[src/include/srm_map.svh]
// register map, field positions, encodings and masks of the serial register map
`ifndef SRM_MAP_SVH
`define SRM_MAP_SVH

// ****************************************
// command word layout
// ****************************************
`define SRM_FRAME_BITS      5'h10
`define SRM_ADDR_BYTE_BITS  5'h08
`define SRM_CTRL_ADDR_MIN   7'h01
`define SRM_CTRL_ADDR_MAX   7'h1E
`define SRM_STAT_ADDR_MIN   7'h41
`define SRM_STAT_ADDR_MAX   7'h7E

// ****************************************
// control register addresses
// ****************************************
`define SRM_ADDR_MODE_SUPPLY  7'h01
`define SRM_ADDR_HARDWARE     7'h02
`define SRM_ADDR_WATCHDOG     7'h03
`define SRM_ADDR_BUS_FIRST    7'h04
`define SRM_ADDR_BUS_SECOND   7'h05
`define SRM_ADDR_WAKE_FIRST   7'h06
`define SRM_ADDR_WAKE_SECOND  7'h07
`define SRM_ADDR_WAKE_PULL    7'h08
`define SRM_ADDR_CYCLIC_TIMER 7'h0C
`define SRM_ADDR_SCRATCH      7'h1E

// ****************************************
// status register addresses
// ****************************************
`define SRM_ADDR_SUPPLY_STAT  7'h41
`define SRM_ADDR_THERMAL_STAT 7'h42
`define SRM_ADDR_DEVICE_STAT  7'h43
`define SRM_ADDR_BUS_STAT_1   7'h44
`define SRM_ADDR_BUS_STAT_2   7'h45
`define SRM_ADDR_WAKE_STAT_1  7'h46
`define SRM_ADDR_WAKE_STAT_2  7'h47
`define SRM_ADDR_WAKE_LEVEL   7'h48
`define SRM_ADDR_SWITCHER     7'h4C
`define SRM_ADDR_FAMILY_ID    7'h7E

// ****************************************
// writable bit masks, reserved bits clear
// ****************************************
`define SRM_CTRL_MASKS {8'hFF, 8'h07, 8'h03, 8'h01, 8'h44, 8'hFB, 8'hFB, 8'hFF, 8'hFF, 8'hDF}
`define SRM_STAT_MASKS {8'hF7, 8'h0F, 8'hB1, 8'h7E, 8'h67, 8'hFF, 8'h07, 8'hFD}

// ****************************************
// fields and encodings
// ****************************************
`define SRM_MODE_MSB        7
`define SRM_MODE_LSB        6
`define SRM_SUP2_MSB        4
`define SRM_SUP2_LSB        3
`define SRM_FO_ON_BIT       5
`define SRM_FO_STATE_BIT    0
`define SRM_SUP2_OT_BIT     4
`define SRM_SUP2_UV_BIT     3
`define SRM_MODE_NORMAL     2'h0
`define SRM_MODE_SLEEP      2'h1
`define SRM_MODE_STOP       2'h2
`define SRM_SUP2_OFF        2'h0
`define SRM_SUP2_STOP_ON    2'h2
`define SRM_SUP2_SLEEP_ON   2'h3
`define SRM_XCVR_ON         2'h3
`define SRM_XCVR_WAKE       2'h1
`define SRM_FAMILY_ID       8'h5A

`endif

[src/include/srm_pkg.sv]
// types shared by the serial register map
package srm_pkg;

   // ****************************************
   // types
   // ****************************************
   typedef enum logic [2:0] {
      SRM_NORMAL   = 3'b000,
      SRM_SLEEP    = 3'b001,
      SRM_STOP     = 3'b010,
      SRM_RESTART  = 3'b011,
      SRM_FAILSAFE = 3'b100,
      SRM_INIT     = 3'b101
   } srm_mode_t;

   typedef struct packed {
      logic [7:0] data;
      logic       write;
      logic [6:0] addr;
   } srm_cmd_t;

   typedef logic [9:0][7:0] srm_ctrl_bank_t;
   typedef logic [7:0][7:0] srm_stat_bank_t;
   typedef logic [4:0][1:0] srm_xcvr_t;

endpackage

[src/core/srm_register_map.sv]
// register map and command decode behind the 16-bit serial control port
// ****************************************
// Overview of operation
// - addresses 1 to 30 are read/write control
// - bit seven picks read or read-and-write
// - written value shows only in later frames
// - addresses 65 to 126 are status registers
// - bit seven set clears clearable status bits
// - wake level tracks pin, never cleared
// - mode bits follow the mode entered
// - sleep turns on transceivers into wake capable
// - triggered failure outputs stay on in sleep
// - supply two config accepted only in normal
// - supply two diagnosis runs in low power
// - transceivers follow setting after mode change
// - address bits 6:0, flag 7, data 15:8
// - flag zero reads, one writes, whole bytes
// - summary byte flags non-empty status registers
// - no command taken in restart, sleep, fail-safe
// ****************************************
`include "srm_map.svh"

module srm_register_map
   import srm_pkg::*;
(
   input  wire logic           clk_sys,
   input  wire logic           rst_b,
   input  wire logic           csPin_b,
   input  wire logic           sclkPin,
   input  wire logic           sdiPin,
   input  wire logic           wakePin,
   input  wire srm_mode_t      actualMode,
   input  wire srm_stat_bank_t statusEvt,
   input  wire logic           failTrigger,
   output logic                sdoOut,
   output logic                sdoOe,
   output srm_ctrl_bank_t      ctrlRegs,
   output logic [1:0]          modeRequest,
   output logic                modeRequestValid,
   output logic                supply2Enable,
   output logic                failOutputs,
   output srm_xcvr_t           xcvrState
);

   // ****************************************
   // pin synchronisers
   // ****************************************
   logic [1:0] csSync_q;
   logic [1:0] sclkSync_q;
   logic [1:0] sdiSync_q;
   logic [1:0] wakeSync_q;
   logic       csPrev_q;
   logic       sclkPrev_q;

   always_ff @(posedge clk_sys or negedge rst_b) begin
      if (!rst_b) begin
         csSync_q   <= 2'h3;
         sclkSync_q <= 2'h0;
         sdiSync_q  <= 2'h0;
         wakeSync_q <= 2'h0;
         csPrev_q   <= 1'b1;
         sclkPrev_q <= 1'b0;
      end else begin
         csSync_q   <= {csSync_q[0], csPin_b};
         sclkSync_q <= {sclkSync_q[0], sclkPin};
         sdiSync_q  <= {sdiSync_q[0], sdiPin};
         wakeSync_q <= {wakeSync_q[0], wakePin};
         csPrev_q   <= csSync_q[1];
         sclkPrev_q <= sclkSync_q[1];
      end
   end

   logic csFall;
   logic csRise;
   logic sclkRise;
   logic sclkFall;
   logic selected;
   assign csFall   = csPrev_q && !csSync_q[1];
   assign csRise   = !csPrev_q && csSync_q[1];
   assign selected = !csSync_q[1];
   assign sclkRise = selected && !sclkPrev_q && sclkSync_q[1];
   assign sclkFall = selected && sclkPrev_q && !sclkSync_q[1];

   // ****************************************
   // register storage and decode
   // ****************************************
   localparam srm_ctrl_bank_t CtrlMask = `SRM_CTRL_MASKS;
   localparam srm_stat_bank_t StatMask = `SRM_STAT_MASKS;

   srm_ctrl_bank_t ctrlQ;
   srm_stat_bank_t statQ;
   logic [7:0]     wakeLvl_q;
   logic [15:0]    rx_q;
   logic [15:0]    tx_q;
   logic [4:0]     fallCnt_q;
   logic [4:0]     riseCnt_q;
   srm_mode_t      prevMode_q;
   srm_cmd_t       cmd;
   logic [7:0]     summary;
   logic [7:0]     readByte;
   logic [3:0]     ctrlIdx;
   logic [3:0]     statIdx;
   logic           ctrlHit;
   logic           statHit;
   logic           cmdStrobe;
   logic           cmdAccept;
   logic           modeChg;
   logic           inNormal;

   function automatic logic [3:0] ctrl_index(input logic [6:0] a);
      case (a)
         `SRM_ADDR_MODE_SUPPLY:  ctrl_index = 4'h0;
         `SRM_ADDR_HARDWARE:     ctrl_index = 4'h1;
         `SRM_ADDR_WATCHDOG:     ctrl_index = 4'h2;
         `SRM_ADDR_BUS_FIRST:    ctrl_index = 4'h3;
         `SRM_ADDR_BUS_SECOND:   ctrl_index = 4'h4;
         `SRM_ADDR_WAKE_FIRST:   ctrl_index = 4'h5;
         `SRM_ADDR_WAKE_SECOND:  ctrl_index = 4'h6;
         `SRM_ADDR_WAKE_PULL:    ctrl_index = 4'h7;
         `SRM_ADDR_CYCLIC_TIMER: ctrl_index = 4'h8;
         `SRM_ADDR_SCRATCH:      ctrl_index = 4'h9;
         default:                ctrl_index = 4'hF;
      endcase
   endfunction

   function automatic logic [3:0] stat_index(input logic [6:0] a);
      case (a)
         `SRM_ADDR_SUPPLY_STAT:  stat_index = 4'h0;
         `SRM_ADDR_THERMAL_STAT: stat_index = 4'h1;
         `SRM_ADDR_DEVICE_STAT:  stat_index = 4'h2;
         `SRM_ADDR_BUS_STAT_1:   stat_index = 4'h3;
         `SRM_ADDR_BUS_STAT_2:   stat_index = 4'h4;
         `SRM_ADDR_WAKE_STAT_1:  stat_index = 4'h5;
         `SRM_ADDR_WAKE_STAT_2:  stat_index = 4'h6;
         `SRM_ADDR_SWITCHER:     stat_index = 4'h7;
         `SRM_ADDR_WAKE_LEVEL:   stat_index = 4'h8;
         `SRM_ADDR_FAMILY_ID:    stat_index = 4'h9;
         default:                stat_index = 4'hF;
      endcase
   endfunction

   // byte order of the command word
   assign cmd      = rx_q;
   assign ctrlIdx  = ctrl_index(cmd.addr);
   assign statIdx  = stat_index(cmd.addr);
   assign ctrlHit  = (ctrlIdx < 4'hA);
   assign statHit  = (statIdx < 4'h8);
   assign inNormal = (actualMode == SRM_NORMAL);
   assign modeChg  = (actualMode != prevMode_q);

   // complete frames only, and not in the silent modes
   assign cmdStrobe = csRise && (fallCnt_q == `SRM_FRAME_BITS);
   assign cmdAccept = cmdStrobe && (actualMode != SRM_RESTART) && (actualMode != SRM_SLEEP) &&
                      (actualMode != SRM_FAILSAFE);

   // summary of status registers, wake level left out
   always_comb begin
      for (int i = 0; i < 8; i++) begin
         summary[i] = |statQ[i];
      end
   end

   // read data from the address in the first byte
   logic [3:0] rdCtrl;
   logic [3:0] rdStat;
   assign rdCtrl = ctrl_index(rx_q[15:9]);
   assign rdStat = stat_index(rx_q[15:9]);

   always_comb begin
      readByte = 8'h00;
      if (rdCtrl < 4'hA) begin
         readByte = ctrlQ[rdCtrl];
      end else if (rdStat < 4'h8) begin
         readByte = statQ[rdStat[2:0]];
      end else if (rdStat == 4'h8) begin
         readByte = wakeLvl_q;
      end else if (rdStat == 4'h9) begin
         readByte = `SRM_FAMILY_ID; // arbitrary family and product value
      end
   end

   // ****************************************
   // serial shifter
   // ****************************************
   always_ff @(posedge clk_sys or negedge rst_b) begin
      if (!rst_b) begin
         rx_q      <= 16'h0000;
         tx_q      <= 16'h0000;
         fallCnt_q <= 5'h00;
         riseCnt_q <= 5'h00;
         sdoOut    <= 1'b0;
         sdoOe     <= 1'b0;
      end else begin
         sdoOe <= selected;
         if (csFall) begin
            fallCnt_q <= 5'h00;
            riseCnt_q <= 5'h00;
            tx_q      <= {8'h00, summary};
            sdoOut    <= summary[0];
         end else if (sclkRise) begin
            riseCnt_q <= riseCnt_q + 5'h01;
            if (riseCnt_q == (`SRM_ADDR_BYTE_BITS - 5'h01)) begin
               tx_q[15:8] <= readByte;
               sdoOut     <= readByte[0];
            end else if (riseCnt_q < (`SRM_FRAME_BITS - 5'h01)) begin
               sdoOut <= tx_q[riseCnt_q[3:0] + 4'h1];
            end
         end else if (sclkFall) begin
            rx_q <= {sdiSync_q[1], rx_q[15:1]};
            if (fallCnt_q != 5'h1F) begin
               fallCnt_q <= fallCnt_q + 5'h01;
            end
         end
      end
   end

   // ****************************************
   // control registers and mode follow-up
   // ****************************************
   always_ff @(posedge clk_sys or negedge rst_b) begin
      if (!rst_b) begin
         ctrlQ            <= '0;
         modeRequest      <= 2'h0;
         modeRequestValid <= 1'b0;
      end else begin
         modeRequestValid <= 1'b0;
         if (cmdAccept && ctrlHit && cmd.write) begin
            ctrlQ[ctrlIdx] <= cmd.data & CtrlMask[ctrlIdx];
            if (ctrlIdx == 4'h0) begin
               modeRequest      <= cmd.data[`SRM_MODE_MSB:`SRM_MODE_LSB];
               modeRequestValid <= 1'b1;
               if (!inNormal) begin
                  ctrlQ[0][`SRM_SUP2_MSB:`SRM_SUP2_LSB] <= ctrlQ[0][`SRM_SUP2_MSB:`SRM_SUP2_LSB];
               end
            end
         end
         if (modeChg) begin
            case (actualMode)
               SRM_SLEEP: begin
                  ctrlQ[0][`SRM_MODE_MSB:`SRM_MODE_LSB] <= `SRM_MODE_SLEEP;
                  if (ctrlQ[3][1:0] == `SRM_XCVR_ON) ctrlQ[3][1:0] <= `SRM_XCVR_WAKE;
                  if (ctrlQ[3][4:3] == `SRM_XCVR_ON) ctrlQ[3][4:3] <= `SRM_XCVR_WAKE;
                  if (ctrlQ[4][1:0] == `SRM_XCVR_ON) ctrlQ[4][1:0] <= `SRM_XCVR_WAKE;
                  if (ctrlQ[4][4:3] == `SRM_XCVR_ON) ctrlQ[4][4:3] <= `SRM_XCVR_WAKE;
                  if (ctrlQ[4][7:6] == `SRM_XCVR_ON) ctrlQ[4][7:6] <= `SRM_XCVR_WAKE;
               end
               SRM_STOP: ctrlQ[0][`SRM_MODE_MSB:`SRM_MODE_LSB] <= `SRM_MODE_STOP;
               default:  ctrlQ[0][`SRM_MODE_MSB:`SRM_MODE_LSB] <= `SRM_MODE_NORMAL;
            endcase
         end
      end
   end

   // ****************************************
   // mode tracking, supply two, transceivers
   // ****************************************
   srm_xcvr_t  xcvrCfg;
   logic [1:0] supply2Cfg;
   assign xcvrCfg = {ctrlQ[4][7:6], ctrlQ[4][4:3], ctrlQ[4][1:0], ctrlQ[3][4:3], ctrlQ[3][1:0]};
   assign supply2Cfg = ctrlQ[0][`SRM_SUP2_MSB:`SRM_SUP2_LSB];

   always_ff @(posedge clk_sys or negedge rst_b) begin
      if (!rst_b) begin
         prevMode_q    <= SRM_INIT;
         supply2Enable <= 1'b0;
         xcvrState     <= '0;
         failOutputs   <= 1'b0;
      end else begin
         prevMode_q <= actualMode;
         case (actualMode)
            SRM_NORMAL: supply2Enable <= (supply2Cfg != `SRM_SUP2_OFF);
            SRM_STOP:   supply2Enable <= (supply2Cfg >= `SRM_SUP2_STOP_ON);
            SRM_SLEEP:  supply2Enable <= (supply2Cfg == `SRM_SUP2_SLEEP_ON);
            default:    supply2Enable <= 1'b0;
         endcase
         if (modeChg) begin
            for (int i = 0; i < 5; i++) begin
               xcvrState[i] <= (actualMode == SRM_SLEEP && xcvrCfg[i] == `SRM_XCVR_ON) ?
                               `SRM_XCVR_WAKE : xcvrCfg[i];
            end
         end
         // only reset releases the failure outputs
         failOutputs <= failOutputs | failTrigger | ctrlQ[1][`SRM_FO_ON_BIT];
      end
   end

   // ****************************************
   // status registers
   // ****************************************
   srm_stat_bank_t evt;
   always_comb begin
      evt = statusEvt;
      evt[2][`SRM_FO_STATE_BIT] = statusEvt[2][`SRM_FO_STATE_BIT] | failOutputs;
      if (!supply2Enable) begin
         evt[0][`SRM_SUP2_OT_BIT] = 1'b0;
         evt[0][`SRM_SUP2_UV_BIT] = 1'b0;
      end
   end

   genvar g;
   generate
      for (g = 0; g < 8; g++) begin : gStat
         logic clrHit;
         assign clrHit = cmdAccept && statHit && cmd.write && (statIdx[2:0] == g);
         always_ff @(posedge clk_sys or negedge rst_b) begin
            if (!rst_b) begin
               statQ[g] <= 8'h00;
            end else begin
               // diagnosis of supply two keeps running while it is on
               statQ[g] <= ((clrHit ? 8'h00 : statQ[g]) | evt[g]) & StatMask[g];
            end
         end
      end
   endgenerate

   always_ff @(posedge clk_sys or negedge rst_b) begin
      if (!rst_b) begin
         wakeLvl_q <= 8'h00;
      end else begin
         wakeLvl_q <= {7'h00, wakeSync_q[1]};
      end
   end

   assign ctrlRegs = ctrlQ;
endmodule // srm_register_map

[config.mk]
export PLATFORM = sky130hd
export DESIGN_NAME = srm_register_map
export DESIGN_NICKNAME = d
export VERILOG_FILES = /design/src/include/srm_pkg.sv /design/src/core/srm_register_map.sv
export VERILOG_INCLUDE_DIRS = /design/src /design/src/include
export SDC_FILE = /design/constraint.sdc
export NUM_CORES = 1
export LEC_CHECK = 0
export ABC_AREA = 0
export BUFFER_PORTS_ARGS = -buffer_cell sky130_fd_sc_hd__buf_4
export CAP_MARGIN = 20
export CORE_MARGIN = 5
export CORE_UTILIZATION = 45
export CTS_BUF_LIST = sky130_fd_sc_hd__clkbuf_8
export CTS_CLUSTER_DIAMETER = 100
export DETAILED_ROUTE_END_ITERATION = 12
export PLACE_DENSITY = 0.64
export SLEW_MARGIN = 10
export SYNTH_ARGS = -nofsm -noshare
export SYNTH_HDL_FRONTEND = slang
export SYNTH_SLANG_ARGS = --single-unit
[constraint.sdc]
create_clock -name clk_sys -period 5.4 [get_ports clk_sys]
set_clock_uncertainty 0.2 [all_clocks]
set_input_delay 0.54 -clock clk_sys [delete_from_list [all_inputs] [get_ports clk_sys]]
set_output_delay 0.54 -clock clk_sys [all_outputs]
set_load 0.02 [all_outputs]
==> results.py, run 1 <==
metrics = {
    "min_path": {
        "hold_depth": 2,
        "min_from": "statusEvt[49]",
        "min_path_type": "primary input to flop",
        "hold_end": "statQ[49]",
    },
    "die": {
        "core_um2": 21150,
        "io_pins": 171,
        "fp.dieArea_um2": 24660,
        "die_y_um": 157.1,
        "initial_core_util": 0.4600,
        "die_x_um": 157.1,
        "rows": 53,
    },
    "cts": {
        "cts-resized-gates": 0,
        "cts_tree": "yes",
        "clk_pin_slew_ps": 100,
        "cts-root-buf": "clkbuf_8",
        "cts_sinks": 197,
        "clock_path_buffers": 2,
        "clk_latency_ps": 490,
        "htree_levels": 4,
        "numCtsBuffers": 17,
    },
    "timing": {
        "holdWs_ps": 15.25,
        "hold_viol_final": 0,
        "report.final.setup_viol": 0,
        "slew_violations": 0,
        "clock.fmax_mhz": 277.6,
        "max-slew-margin-rel": 0.3897,
        "tightestPinTransition_ps": 907.1,
        "period_needed_ps": 3603,
        "fin_crit_sh": 0.6671,
        "grt_setup_unrepaired": "no",
        "setup_tns_ps": 0,
    },
    "synthesis": {
        "synth-edff-count": 0,
        "async_flop_share": 1.000,
        "synthFlopType": "dfrtp_1",
        "synthXorXnorAreaFrac": 0.009001,
        "synth_top_area_frac": 0.4938,
        "synthAdderAreaFrac": 0.02417,
        "syn_area_um2": 9731,
        "synth_compound_area_frac": 0.1693,
        "synth_seq_area_share": 0.5073,
        "syn_inst": 928,
        "synth_seq_cells": 197,
        "muxShareOfSynthArea": 0.1177,
        "synth_cell_types": 73,
        "synthesis.nets": 1020,
        "syn_area_per_cell_um2": 10.49,
        "yosys.area.top_type": "dfrtp_1",
        "synth_top_family_by_area": "compound AO/OA/AOI/OAI gates",
        "synth_warnings": 0,
        "yosys-top-cells-area": "dfrtp_1, mux2_2, nand2_1",
        "synth_simple_gate_area_frac": 0.1431,
    },
    "route": {
        "wl_per_cell_um": 20.60,
        "avgViaCountPerCell": 5.750,
        "dr.first_iter.drc_count": 546,
        "firstDrtPassIters": 5,
        "wl_um": 27850,
        "drcViolationCount": 0,
        "dr_total_vias": 7774,
        "postRouteAntennaNets": 0,
    },
    "placement": {
        "place_inst": 1311,
        "port_buffers": 150,
        "gp_congestion": 0.8733,
        "place.detailed.hpwl_um": 20290,
    },
    "finish": {
        "finalNetCount": 1157,
        "stdcell_count": 1352,
        "fin_util": 0.5475,
        "drive_above_1_share": 0.2702,
        "syn_to_final_growth_pct": 19.03,
        "mostFrequentLayoutCell": "dfrtp_1",
        "layout_common_cells": "dfrtp_1, buf_4, nand2_1, mux2_2, o21ai_0",
        "antenna-diode-count": 0,
    },
    "power_and_ir_drop": {
        "powerDensity_nw_per_um2": 268.1,
        "p_leak_nw": 5.148,
        "p_int_w": 0.002156,
        "switchingPower_w": 0.0009492,
        "power_frac_clock": 0.329,
        "seqPwrFrac": 0.506,
        "swShare": 0.3057,
        "peakVddDrop_mv": 0.1524,
        "p_comb_frac": 0.166,
    },
    "global_route": {
        "antenna_found_initial": 0,
        "grt_overflow": 0,
        "grt_pass1_vias": 7659,
        "track_usage": 0.2283,
        "grt_max_degree": 114,
        "grt_pass1_wl_um": 43790,
    },
    "worst_setup_path": {
        "worstPathRequired_ps": 5560,
        "crit_path_end_kind": "flop",
        "regToRegStartpoint": "cmd[9]",
        "r2r_cells": 10,
        "worst_setup_path_start_kind": "flop",
        "arrival_ps": 3760,
        "r2r_slack_ps": 1800,
        "critPathKind": "flop to flop",
        "crit_path_max_fanout": 32,
        "timing.rr.end": "tx_q[9]",
    },
    "outcome": {
        "status": "finished, final reports clean",
    },
    "flow_run": {
        "drv_cap": 0,
    },
}
-- worst max-delay path by stage --
stage	slack [ps]	to	startpoint	cells past startpoint
global placement	1930	tx_q[12]	cmd[9]	9
CTS	1860	tx_q[12]	cmd[9]	9
detailed placement	1900	tx_q[12]	cmd[9]	9
floorplan	2470	ctrlRegs[3]	cmd[0]	9
global route	1650	tx_q[9]	cmd[9]	10
finish	1800	tx_q[9]	cmd[9]	10
-- critical path: stages (launching register included) --
cell and delay (ps):
dfrtp_1 490, inv_1 120, ha_1 320, and3_1 230, or3_1 350, buf_4 240
nand2_1 510, mux2i_1 250, mux2i_1 110, a211oi_1 510, o21ai_1 140
-- state kept, by name, indices dropped and copies added, names as in the netlist, 2 cells and up --
name / flops
cmd: 16
csSync_q: 2
ctrlRegs: 80
fallCnt_q: 5
modeRequest: 2
prevMode_q: 3
riseCnt_q: 5
sclkSync_q: 2
sdiSync_q: 2
statQ: 44
tx_q: 16
wakeSync_q: 2
xcvrState: 10
-- Yosys cell counts (16+ instances only) --
master    number
a31oi_1       18
a311oi_1      18
inv_1         18
mux2i_1       24
clkbuf_1      27
o21ai_0       56
a21oi_1       28
dfrtp_1      192
mux2_2        71
a21o_1        43
nor3_1        19
nand3_1       32
nand2_1      133
nor2_1        35
ha_1          18
buf_2         16
-- area by class of cell --
cell class                      count  area, um^2
Clock inverter                     12       153.9
Sequential cell                   197        4936
Tap cell                          275       344.1
Fill cell                        1901        9572
Multi-Input combinational cell    663        4521
Inverter                           19       71.32
Timing Repair Buffer              167        1295
Clock buffer                       19       261.5
-- routing by layer --
layer	GRT usage	up-vias	part of all wire
met2	0.3536	262	0.46
met5	0	-	0
met4	0.07415	0	0.023
met1	0.3160	3821	0.45
li1	-	3652	-
met3	0.05911	39	0.076
-- logic make-up after synthesis --
group,Yosys count
and+or+nand+nor,291
AOI/OAI and AO/OA,243
DFF,197
muxes,100
buffers and inverters,68
adders and majority gates,19
xor gates and xnor gates,10
-- power groups by stage --
stage	logic [W]	clock network, W	registers [W]
after floorplan	0.000360	0	0.00155
after global placement	0.000501	0	0.00160
after detailed placement	0.000504	0	0.00160
after CTS	0.000510	0.00104	0.00157
after global routing	0.000563	0.00109	0.00158
final	0.000514	0.00102	0.00157
-- timing repair --
item | 4_1_cts | 5_1_grt
hold endpoints to repair | 90 | 0
buffers inserted | 0 | 0
hold buffers | 9 | 0
-- stage by stage --
| step | instance area, um^2 | total power [W] | setup slack, ps |
|---|---|---|---|
| 6_report | 11580 | 0.003105 | 1797 |
| 5_1_grt | 11580 | 0.003235 | 1647 |
| 4_1_cts | 11570 | 0.003117 | 1865 |
| 3_5_place_dp | 11070 | 0.002102 | 1900 |
| 3_3_place_gp | 11070 | 0.002100 | 1929 |
| 2_1_floorplan | 9731 | 0.001909 | 2469 |
No activity file was read; power rests on OpenSTA's default activity.
==> run 2: changes to the inputs <==
==> constraint.sdc (replaced) <==
create_clock -name clk_sys -period 3.7 [get_ports clk_sys]
set_clock_uncertainty 0.2 [all_clocks]
set_input_delay 0.37 -clock clk_sys [delete_from_list [all_inputs] [get_ports clk_sys]]
set_output_delay 0.37 -clock clk_sys [all_outputs]
set_load 0.02 [all_outputs]
==> results.py, run 2 (same netlist as run 1, synthesis figures left out) <==
metrics = {
    "cts": {
        "clk_pin_slew_ps": 110,
        "clock_path_buffers": 2,
        "cts-resized-gates": 0,
        "htree_levels": 4,
        "clk_latency_ps": 470,
        "cts_tree": "yes",
        "cts-root-buf": "clkbuf_8",
        "numCtsBuffers": 17,
        "cts_sinks": 197,
    },
    "timing": {
        "fin_ws_ps": 470.7,
        "report.final.setup_viol": 0,
        "grt_setup_unrepaired": "no",
        "fin_crit_sh": 0.8728,
        "period_needed_ps": 3229,
        "setup_tns_ps": 0,
        "hold_viol_final": 0,
        "clock.fmax_mhz": 309.7,
        "slew_violations": 0,
        "tightestPinTransition_ps": 981.3,
        "max-slew-margin-rel": 0.3458,
    },
    "finish": {
        "multi_input_area_um2": 4521,
        "layout_common_cells": "dfrtp_1, buf_4, nand2_1, mux2_2, o21ai_0",
        "mostFrequentLayoutCell": "dfrtp_1",
        "antenna-diode-count": 0,
        "syn_to_final_growth_pct": 24.53,
        "finalNetCount": 1212,
        "stdcell_count": 1408,
        "drive_above_1_share": 0.2683,
        "seqCellArea_um2": 4936,
        "n_fill_cell": 1801,
        "largest_reg_flops": 80,
    },
    "worst_setup_path": {
        "crit_path_end_kind": "flop",
        "worst_setup_path_start_kind": "flop",
        "crit_path_max_fanout": 10,
        "critPathKind": "flop to flop",
        "arrival_ps": 3380,
        "worstPathRequired_ps": 3850,
    },
    "die": {
        "initial_core_util": 0.4600,
        "rows": 53,
        "die_x_um": 157.1,
        "die_y_um": 157.1,
        "io_pins": 171,
        "core_um2": 21150,
        "fp.dieArea_um2": 24660,
    },
    "flow_run": {
        "drv_cap": 0,
    },
    "placement": {
        "place_inst": 1323,
        "port_buffers": 150,
        "place_ws_ps": 511.8,
        "place.detailed.hpwl_um": 20750,
        "gp_congestion": 0.8990,
    },
    "route": {
        "drcViolationCount": 0,
        "firstDrtPassIters": 7,
        "top_layer_used": "met4",
        "wl_met3_um": 1880,
        "wl_um": 28960,
        "dr_total_vias": 8012,
        "postRouteAntennaNets": 0,
        "dr.first_iter.drc_count": 605,
        "wl_per_cell_um": 20.57,
        "m1WireLength_um": 12780,
        "met2_length_um": 13820,
        "avgViaCountPerCell": 5.690,
    },
    "power_and_ir_drop": {
        "peakVddDrop_mv": 0.2961,
        "powerDensity_nw_per_um2": 378.9,
        "p_leak_nw": 5.366,
    },
    "global_route": {
        "grt_overflow": 0,
        "grt_pass1_wl_um": 45060,
        "grt_pass1_vias": 7993,
        "grt_max_degree": 117,
        "antenna_found_initial": 0,
        "track_usage": 0.2356,
    },
    "min_path": {
        "min_path_type": "flop to flop",
    },
    "outcome": {
        "status": "finished, final reports clean",
    },
}
run 2: changes by cell type in the layout (fill, tap and decap cells not counted), moves of 2 or more:
cell / delta
buf_4: +10
clkbuf_8: -2
clkinvlp_4: +5
dlygate4sd3_1: +44
run 2: metal layers:
layer  track usage  vias to the layer above
li1              -                     3768
met5             0                        -
met3       0.05637                       29
met1        0.3183                     3958
met2        0.3888                      257
met4       0.05408                        0
run 2: report_power, final:
part           switching (W)  internal (W)
sequential         0.0000885       0.00219
clock               0.000804      0.000675
combinational       0.000533      0.000301
run 2: worst paths after layout:
check / endpoint / from / slack (ps) / cells after the start
max in group asynchronous: ctrlRegs[19] / rst_b / 2110 / 3
min: wakeLvl_q[0] / wakeSync_q[1] / 150 / 0
max reg2reg: ctrlRegs[67] / cmd[0] / 470 / 10
min in group asynchronous: statQ[57] / rst_b / 360 / 2
min reg2reg: wakeLvl_q[0] / wakeSync_q[1] / 150 / 0
max: ctrlRegs[67] / cmd[0] / 470 / 10
run 2: critical path, stage by stage (launching register included):
cell,delay (ps)
dfrtp_1,410
inv_1,110
ha_1,250
and3_2,190
a211o_1,240
nand3_1,180
inv_1,110
ha_1,290
o31a_2,420
and2_1,360
mux2_2,350
run 2: final cells by class:
cell class	count	share of cell area
Sequential cell	197	0.4073
Multi-Input combinational cell	663	0.3731
Timing Repair Buffer	222	0.1511
Tap cell	275	0.02839
Clock buffer	17	0.01931
Clock inverter	15	0.01497
Inverter	19	0.005885
run 2: timing repair:
action | CTS | global route
endpoints found under the hold margin | 166 | 0
setup endpoints to repair | 0 | 0
setup buffers | 0 | 0
hold buffers | 53 | 0
run 2: metrics by stage:
step	power, W	hold slack, ps	cell area, um^2	utilization
after floorplan	0.002786	-125.6	9731	-
after global placement	0.003090	133.8	11170	0.5281
after detailed placement	0.003102	138.7	11170	0.5281
after CTS	0.004612	152.0	12120	0.5728
after global routing	0.004788	173.3	12120	0.5728
final	0.004592	152.1	12120	0.5728
